**config.mk**
```make
export PLATFORM = sky130hd
export DESIGN_NAME = mif_unit
export DESIGN_NICKNAME = d
export VERILOG_FILES = /design/src/include/mif_pkg.sv /design/src/logic/mif_unit.sv
export SDC_FILE = /design/constraint.sdc
export NUM_CORES = 1
export LEC_CHECK = 0
export ABC_CLOCK_PERIOD_IN_PS = 4500
export BUFFER_PORTS_ARGS = -buffer_cell sky130_fd_sc_hd__buf_2
export CAP_MARGIN = 20
export CORE_MARGIN = 2
export CORE_UTILIZATION = 52
export CTS_CLUSTER_DIAMETER = 120
export CTS_CLUSTER_SIZE = 30
export DETAILED_ROUTE_END_ITERATION = 12
export GPL_ROUTABILITY_DRIVEN = 1
export HOLD_SLACK_MARGIN = 0.1
export PLACE_DENSITY = 0.87
export RECOVER_POWER = 100
export SLEW_MARGIN = 40
export SYNTH_ARGS = -nofsm -noshare
export SYNTH_HDL_FRONTEND = slang
export SYNTH_SLANG_ARGS = --single-unit
```
**constraint.sdc**
```tcl
create_clock -name clk_i -period 4.5 [get_ports clk_i]
set_clock_uncertainty 0.05 [all_clocks]
set_input_delay 0.45 -clock clk_i [delete_from_list [all_inputs] [get_ports clk_i]]
set_output_delay 0.45 -clock clk_i [all_outputs]
set_load 0.01 [all_outputs]
```
**src/include/mif_pkg.sv**
```systemverilog
package mif_pkg;

    // Register word indices; byte address is four times the index
    localparam logic [7:0] IDX_CPU_CTRL    = 8'h35;
    localparam logic [7:0] IDX_TMR_FLAGS   = 8'h38;
    localparam logic [7:0] IDX_TMR_MASK    = 8'h39;
    localparam logic [7:0] IDX_EXT_FLAGS   = 8'h3a;
    localparam logic [7:0] IDX_EXT_MASK    = 8'h3b;
    localparam logic [7:0] IDX_GLOBAL_CTRL = 8'h3f;

    // Field positions
    localparam int EXT_ONE_BIT  = 7;
    localparam int EXT_ZERO_BIT = 6;
    localparam int GIE_BIT      = 7;

    // Timer bit 1 is reserved
    localparam logic [7:0] TMR_VALID = 8'hfd;

    // Reset values
    localparam logic [7:0] RST_REG8  = 8'h00;
    localparam logic [3:0] RST_SENSE = 4'h0;

    // Sense control encodings
    localparam logic [1:0] SENSE_LOW  = 2'h0;
    localparam logic [1:0] SENSE_FALL = 2'h2;
    localparam logic [1:0] SENSE_RISE = 2'h3;

    // Source count; source n vectors to address n+1
    localparam int NUM_SRC = 9;

    // Cycles spent pushing the return address before the vector is issued
    localparam logic [2:0] ENTRY_CYCLES = 3'h4;

    typedef enum logic [0:0] {
        PH_RUN,
        PH_ENTRY
    } mif_phase_t;

    typedef struct packed {
        logic [1:0]  sync1;
        logic [1:0]  sync2;
        logic [1:0]  pin_prev;
        logic [1:0]  ext_irq_mask;
        logic [1:0]  ext_flag;
        logic [3:0]  sense;
        logic [7:0]  timer_irq_mask;
        logic [7:0]  timer_irq_flags;
        logic        gie;
        logic        ret_hold;
        logic        pend;
        mif_phase_t  phase;
        logic [2:0]  cnt;
        logic [3:0]  vec;
        logic        vec_valid;
        logic        ack;
        logic [31:0] dat;
    } mif_state_t;

endpackage

```
**src/logic/mif_unit.sv**
```systemverilog
`timescale 1ns/1ps
module mif_unit (
    input  wire logic        clk_i,
    input  wire logic        rst_i,
    input  wire logic        wb_cyc_i,
    input  wire logic        wb_stb_i,
    input  wire logic        wb_we_i,
    input  wire logic [9:0]  wb_adr_i,
    input  wire logic [3:0]  wb_sel_i,
    input  wire logic [31:0] wb_dat_i,
    output logic      [31:0] wb_dat_o,
    output logic             wb_ack_o,
    input  wire logic [1:0]  ext_pin_i,
    input  wire logic [7:0]  timer_evt_i,
    input  wire logic        instr_done_i,
    input  wire logic        return_i,
    output logic             irq_pending_o,
    output logic             entry_busy_o,
    output logic             vector_valid_o,
    output logic      [3:0]  vector_addr_o,
    output logic             global_enable_o
);

    // Overview of the unit
    // Two external pins, seven timer events, one global enable
    // Pins are asynchronous: two flops, then a third for edges
    // Timer events arrive on this clock, so no synchroniser
    // Each source has a flag and a local mask bit
    // Level-sensed pins have no flag; the live pin requests
    // Requests are ordered by vector address, lowest first
    // A registered summary of requests feeds the take logic
    // Take happens only at an instruction boundary
    // Take also needs the global enable and no return hold
    // Entry runs four cycles while the core pushes the return address
    // Vector pulse marks the jump; the served flag clears then
    // A new event on the served flag in that cycle survives
    // Status register saving is left to software entirely
    //
    // Bus side
    // Classic single cycle; ack exactly one cycle after the request
    // Ack and read data stand for one cycle only
    // A held strobe is not answered twice back to back
    // Unmapped words answer with zero and ignore writes
    // Only byte lane 0 carries register data
    // Write with lane 0 disabled is answered but has no effect
    //
    // Latency budget
    // Flag set at edge N, pending at N+1, take at N+2 earliest
    // Vector pulse at N+6, which meets the four cycle minimum
    // The stale pending bit costs one cycle, never a lost request
    //
    // Hazards
    // Sense change while a pin is steady makes no false edge
    // Reserved sense code sets no flag; a flag already set is kept and still requests
    // Global enable: entry beats return beats a software write
    // A return and a boundary together keep the return hold
    mif_pkg::mif_state_t st;
    mif_pkg::mif_state_t next_st;

    logic [1:0]                 edge_evt;
    logic [1:0]                 level_mode;
    logic [1:0]                 level_req;
    logic [mif_pkg::NUM_SRC-1:0] src_req;
    logic [mif_pkg::NUM_SRC-1:0] src_clr;
    logic [7:0]                 tmr_req;
    logic [7:0]                 tmr_clr;
    logic [7:0]                 idx;
    logic [7:0]                 wdat;
    logic                       acc;
    logic                       wr;
    logic                       take;
    logic                       finish;
    logic [3:0]                 win_vec;
    logic                       any_req;

    // Per-pin trigger detection on the synchronised level; pin direction plays no part
    for (genvar p = 0; p < 2; p++)
    begin : g_pin
        logic [1:0] sel_sense;
        assign sel_sense     = st.sense[2*p+1 -: 2];
        assign level_mode[p] = (sel_sense == mif_pkg::SENSE_LOW);
        assign edge_evt[p]   = ((sel_sense == mif_pkg::SENSE_RISE) & st.sync2[p] & ~st.pin_prev[p])
                             | ((sel_sense == mif_pkg::SENSE_FALL) & ~st.sync2[p] & st.pin_prev[p]);
        assign level_req[p]  = level_mode[p] & ~st.sync2[p];
    end

    // Request vector ordered by vector address, index n is vector n+1
    // Pin zero sits first, then pin one, then the timer sources
    // Reserved timer bit 1 is masked off before it can request
    always_comb
    begin
        tmr_req = st.timer_irq_flags & st.timer_irq_mask & mif_pkg::TMR_VALID;
        src_req[0] = st.ext_irq_mask[0] & (level_mode[0] ? level_req[0] : st.ext_flag[0]);
        src_req[1] = st.ext_irq_mask[1] & (level_mode[1] ? level_req[1] : st.ext_flag[1]);
        src_req[2] = tmr_req[7];
        src_req[3] = tmr_req[6];
        src_req[4] = tmr_req[5];
        src_req[5] = tmr_req[4];
        src_req[6] = tmr_req[3];
        src_req[7] = tmr_req[2];
        src_req[8] = tmr_req[0];
    end

    // Fixed priority, scanning down so the lowest index is left standing
    always_comb
    begin
        win_vec = 4'h0;
        any_req = |src_req;
        for (int s = mif_pkg::NUM_SRC - 1; s >= 0; s--)
        begin
            if (src_req[s])
            begin
                win_vec = 4'(s + 1);
            end
        end
    end

    // Hardware clear of the served source at the moment the vector is issued
    // Clearing at the jump, not at take, keeps the flag visible while busy
    // Level sources have no flag, so their clear is simply unused
    always_comb
    begin
        src_clr = '0;
        for (int s = 0; s < mif_pkg::NUM_SRC; s++)
        begin
            if (finish && st.vec == 4'(s + 1))
            begin
                src_clr[s] = 1'b1;
            end
        end
        tmr_clr = {src_clr[2], src_clr[3], src_clr[4], src_clr[5],
                   src_clr[6], src_clr[7], 1'b0, src_clr[8]};
    end

    // Bus decode and sequencing terms
    always_comb
    begin
        idx    = wb_adr_i[9:2];
        wdat   = wb_dat_i[7:0];
        acc    = wb_cyc_i & wb_stb_i & ~st.ack;
        wr     = acc & wb_we_i & wb_sel_i[0];
        // Only at an instruction boundary, and never the one right after a return
        take   = (st.phase == mif_pkg::PH_RUN) & st.pend & st.gie & ~st.ret_hold
               & instr_done_i;
        finish = (st.phase == mif_pkg::PH_ENTRY) & (st.cnt == mif_pkg::ENTRY_CYCLES - 3'h1);
    end

    // Next state
    always_comb
    begin
        next_st = st;

        // Two-stage pin synchroniser, then a third stage for edges
        next_st.sync1    = ext_pin_i;
        next_st.sync2    = st.sync1;
        next_st.pin_prev = st.sync2;

        // Single-cycle ack, so a held strobe is not answered twice back to back
        next_st.ack       = acc;
        next_st.dat       = 32'h0000_0000;
        next_st.vec_valid = 1'b0;

        if (acc && !wb_we_i)
        begin
            if (idx == mif_pkg::IDX_EXT_MASK)
            begin
                next_st.dat[7:6] = st.ext_irq_mask;
            end
            else if (idx == mif_pkg::IDX_EXT_FLAGS)
            begin
                next_st.dat[7:6] = st.ext_flag;
            end
            else if (idx == mif_pkg::IDX_TMR_MASK)
            begin
                next_st.dat[7:0] = st.timer_irq_mask;
            end
            else if (idx == mif_pkg::IDX_TMR_FLAGS)
            begin
                next_st.dat[7:0] = st.timer_irq_flags;
            end
            else if (idx == mif_pkg::IDX_CPU_CTRL)
            begin
                next_st.dat[3:0] = st.sense;
            end
            else if (idx == mif_pkg::IDX_GLOBAL_CTRL)
            begin
                next_st.dat[mif_pkg::GIE_BIT] = st.gie;
            end
        end

        // Plain control writes; reserved bits are never stored
        if (wr && idx == mif_pkg::IDX_EXT_MASK)
        begin
            next_st.ext_irq_mask = wdat[mif_pkg::EXT_ONE_BIT:mif_pkg::EXT_ZERO_BIT];
        end
        if (wr && idx == mif_pkg::IDX_TMR_MASK)
        begin
            next_st.timer_irq_mask = wdat & mif_pkg::TMR_VALID;
        end
        if (wr && idx == mif_pkg::IDX_CPU_CTRL)
        begin
            next_st.sense = wdat[3:0];
        end

        // Edge flags: set wins over a write-one or vector clear; level mode holds zero
        for (int p = 0; p < 2; p++)
        begin
            if (level_mode[p])
            begin
                next_st.ext_flag[p] = 1'b0;
            end
            else
            begin
                next_st.ext_flag[p] = (st.ext_flag[p]
                    & ~(wr && idx == mif_pkg::IDX_EXT_FLAGS && wdat[mif_pkg::EXT_ZERO_BIT + p])
                    & ~src_clr[p]) | edge_evt[p];
            end
        end

        // Timer flags latch regardless of mask; same set-wins policy
        next_st.timer_irq_flags = ((st.timer_irq_flags
            & ~((wr && idx == mif_pkg::IDX_TMR_FLAGS) ? wdat : 8'h00)
            & ~tmr_clr) | timer_evt_i) & mif_pkg::TMR_VALID;

        // Global enable: software write, then return, then entry take precedence
        if (wr && idx == mif_pkg::IDX_GLOBAL_CTRL)
        begin
            next_st.gie = wdat[mif_pkg::GIE_BIT];
        end
        if (return_i)
        begin
            next_st.gie = 1'b1;
        end
        if (take)
        begin
            next_st.gie = 1'b0;
        end

        // One instruction after a return must complete before the next take
        if (return_i)
        begin
            next_st.ret_hold = 1'b1;
        end
        else if (instr_done_i)
        begin
            next_st.ret_hold = 1'b0;
        end

        // Registered request summary; one cycle stale, which only adds latency
        next_st.pend = any_req;

        // Entry sequence; the core pushes the return address only, never status
        case (st.phase)
            mif_pkg::PH_RUN:
            begin
                next_st.cnt = 3'h0;
                if (take)
                begin
                    next_st.phase = mif_pkg::PH_ENTRY;
                    next_st.vec   = win_vec;
                end
            end
            mif_pkg::PH_ENTRY:
            begin
                next_st.cnt = st.cnt + 3'h1;
                if (finish)
                begin
                    next_st.phase     = mif_pkg::PH_RUN;
                    next_st.vec_valid = 1'b1;
                    next_st.cnt       = 3'h0;
                end
            end
            default:
            begin
                next_st.phase = mif_pkg::PH_RUN;
            end
        endcase
    end

    // Notes on the state register
    // One packed struct holds every bit of state
    // The combinational block fills a full copy each cycle
    // Reset clears the whole struct, then names key fields again
    // Naming them keeps the reset intent visible to readers
    // Synchroniser stages reset low, matching a low idle pin
    // A pin idling high after reset gives at most a rising edge
    // That edge only matters in rising mode, off after reset
    // Sense resets to level mode, but all masks are off
    // So no request can leave the unit straight after reset
    // The phase resets to run with a cleared entry counter
    // Ack and read data reset low, so no answer is pending
    // The vector address resets to zero, outside the valid range
    // Return hold resets clear, so the first take is not delayed
    // Pending summary resets clear and refills one cycle later
    //
    // Limitations
    // No pin direction input; pins are always sampled
    // Timer event pulses longer than a cycle just set again
    // Vector address holds from entry start to the next entry
    // A request that vanishes mid entry still gets its vector
    // Level requests must stay low until the boundary to count
    //
    // Trade-offs
    // Registered pending adds a cycle but shortens the take path
    // Fixed priority scan is small for nine sources
    // Set-wins flags never lose an event to a racing clear
    // State register; everything resets to zero so nothing is enabled or pending
    always_ff @(posedge clk_i)
    begin
        if (rst_i)
        begin
            st                 <= '0;
            st.ext_irq_mask    <= mif_pkg::RST_REG8[1:0];
            st.ext_flag        <= mif_pkg::RST_REG8[1:0];
            st.timer_irq_mask  <= mif_pkg::RST_REG8;
            st.timer_irq_flags <= mif_pkg::RST_REG8;
            st.sense           <= mif_pkg::RST_SENSE;
            st.phase           <= mif_pkg::PH_RUN;
        end
        else
        begin
            st <= next_st;
        end
    end

    // Outputs straight from state
    // Busy decodes the single phase bit, so it stays glitch free
    // Read data is zero outside an answer to ease bus muxing
    // Pending ignores the global enable; software may poll it
    assign wb_ack_o        = st.ack;
    assign wb_dat_o        = st.dat;
    assign irq_pending_o   = st.pend;
    assign entry_busy_o    = (st.phase == mif_pkg::PH_ENTRY);
    assign vector_valid_o  = st.vec_valid;
    assign vector_addr_o   = st.vec;
    assign global_enable_o = st.gie;

endmodule // mif_unit

```
==> impl_metrics.env <==
export IMPL_num_antenna_cells=0
export IMPL_ios=104
export IMPL_power_density_nw_per_um2=321
export IMPL_whs_path_depth=3
export IMPL_end_kind="register"
export IMPL_grt_pass1_vias=1891
export IMPL_wl_met2_mm=2.57
export IMPL_hold_start="timer_evt_i[4]"
export IMPL_report_final_slew_viol_count=37
export IMPL_reg2reg_slack_ns=2.10
export IMPL_cts_root_buf="clkbuf_8"
export IMPL_worstMarginPinSlew_ns=1.55
export IMPL_nNetsFinal=384
export IMPL_maxSlewHeadroom_pct=-3.08
export IMPL_num_vias=2080
export IMPL_drt_iter0_drc=167
export IMPL_synthFlopType="dfxtp_1"
export IMPL_ir_drop_mv=0.224
export IMPL_ant_nets=0
export IMPL_fillCellCount=440
export IMPL_r2r_start="wb_ack_o"
export IMPL_ys_top_cells_by_count="dfxtp_1 (49), buf_4 (37), nor2_1 (36), nand2_1 (23), mux2i_1 (16)"
export IMPL_post_route_cells_drive_above_1_share_pct=12.8
export IMPL_clock_fmax_mhz=362
export IMPL_leakage_uw=0.00103
export IMPL_crit_fanout=14
export IMPL_post_route_drc_count=0
export IMPL_start_kind="input pin"
export IMPL_path_clk_slew_ns=0.09
export IMPL_wl_mm=5.39
export IMPL_htreeDepth=2
export IMPL_cp_endpoint="st[52]"
export IMPL_die_height_um=73.2
export IMPL_hold_buffers=0
export IMPL_whs_ns=0.292
export IMPL_grt_use_total_pct=20.6
export IMPL_synth_seq_cells=49
export IMPL_cts_setup_buffers=0
export IMPL_syn_area_per_cell_um2=8.80
export IMPL_hold_path_class="in2reg"
export IMPL_synth_top_area_share_pct=39.4
export IMPL_wl_met1_mm=2.26
export IMPL_post_dp_hpwl_mm=4.01
export IMPL_outcome="finished with violations"
export IMPL_async_flop_share_pct=0
export IMPL_setup_viol=0
export IMPL_place_area_um2=2590
export IMPL_min_period_ns=2.76
export IMPL_grt_max_degree=37
export IMPL_cp_required_ns=4.65
export IMPL_ys_warn_count=0
export IMPL_core_um2=4660
export IMPL_synthCells=283
export IMPL_worstSkewPairLatency_ns=0.32
export IMPL_startpoint="wb_adr_i[2]"
export IMPL_final_area_um2=2630
export IMPL_arrival_ns=2.91
export IMPL_rsz0062_at_grt="false"
export IMPL_synth_edf_count=0
export IMPL_seq_area_frac_synth_pct=39.4
export IMPL_dieArea_um2=5360
export IMPL_vias_per_cell=5.56
export IMPL_yosysTopAreaCell="dfxtp_1"
export IMPL_antenna_found_initial=0
export IMPL_yosysMostFrequentCell="dfxtp_1"
export IMPL_finalSetupTns_ns=0
export IMPL_cts_tree="done"
export IMPL_cts_resized=0
export IMPL_dieWidth_um=73.2
export IMPL_timing_final_crit_share_pct=61.4
export IMPL_io_buffers=49
export IMPL_r2r_end="st[53]"
export IMPL_finalHoldViolCount=0
export IMPL_cap_viol_max_count=1
export IMPL_area_delta_synth_final_pct=5.53
export IMPL_reg2reg_depth=5
export IMPL_clock_path_buffers=2
export IMPL_cts_sinks=49
export IMPL_critical_path_class="in2reg"
export IMPL_synthTopCellsByArea="dfxtp_1 (39%), buf_4 (11%), mux2i_1 (6.4%)"
export IMPL_grt_pass1_wl_mm=8.49
export IMPL_first_pass_iters=4
export IMPL_grt_overflow=0
export IMPL_top_layer="met4"
export IMPL_start_util_pct=53.4
export IMPL_place_congestion=0.908
export IMPL_wl_met3_um=457
export IMPL_violations="max-capacitance violations, max-slew violations"
export IMPL_rows=25
export IMPL_numCtsBuffers=5
export IMPL_yosysUniqueCellTypes=51
export IMPL_wl_per_cell_um=14.4
export IMPL_synthesis_area_um2=2490
==> worst min-delay path by stage <==
| stage | to | slack (ns) |
|---|---|---|
| after floorplan | st[38] | 0.35 |
| after global placement | st[38] | 0.36 |
| after detailed placement | st[38] | 0.37 |
| after CTS | st[49] | 0.29 |
| after global routing | st[49] | 0.30 |
| final | st[49] | 0.29 |
==> critical path, cell delays in order <==
cell	delay (ns)
clkbuf_1	0.28
or4b_2	0.69
nor4_1	1.03
a21oi_1	0.23
o21a_1	0.22
==> metrics by stage <==
| step | total power, uW | util (%) | instances | worst slack [ns] |
|---|---|---|---|---|
| floorplan | 512 | - | 306 | 2.78 |
| global placement | 524 | 55.5 | 366 | 2.09 |
| detailed placement | 526 | 55.5 | 366 | 2.05 |
| CTS | 849 | 58.0 | 374 | 2.35 |
| global route | 868 | 56.4 | 374 | 1.58 |
| finish | 844 | 56.4 | 374 | 1.74 |
==> routing by layer <==
layer / track usage (%) / vias to the layer above
li1: - / 1003
met1: 24.7 / 970
met2: 34.7 / 98
met3: 5.25 / 9
met4: 8.64 / 0
met5: 0 / -
==> cell type report <==
class | instances | area [um^2] | share of cell area [%]
multi-input combinational | 206 | 1210 | 46.1
sequential | 49 | 981 | 37.3
timing repair buffer | 49 | 221 | 8.43
clock buffer | 7 | 86.3 | 3.29
tap | 54 | 67.6 | 2.57
clock inverter | 1 | 30.0 | 1.14
inverter | 8 | 30.0 | 1.14
==> placed cells by master (no fill, tap or decap), types with 7 or more instances in the layout <==
master / count
a21oi_1: 13
o21ai_0: 12
mux2i_1: 16
nand2_1: 23
dfxtp_1: 49
buf_2: 30
clkbuf_1: 20
nand3_1: 7
conb_1: 24
nor2b_1: 7
nor2_1: 36
==> where the power goes <==
group	total [uW]	leakage [uW]	internal, uW	switching [uW]
registers	449	0.000399	442	7.25
clock network	331	0.0000585	181	150
logic	64.3	0.000568	23.9	40.4
==> registers in the layout, indices dropped and copies added (netlist names) <==
signal / cells
st: 24
global_enable_o: 1
wb_dat_o: 8
g_pin.sel_sense: 4
vector_valid_o: 1
irq_pending_o: 1
next_st: 4
entry_busy_o: 1
wb_ack_o: 1
vector_addr_o: 4
==> logic make-up after synthesis <==
logic type | Yosys count | share of synthesized area (%)
other cells | 1 | 0.151
simple gates | 106 | 23.7
buf+inv | 51 | 13.3
fa+ha+maj | 2 | 1.00
compound gates | 56 | 14.6
mux | 18 | 7.79
flops | 49 | 39.4
Note: power is estimated with default switching activity, not from simulation.
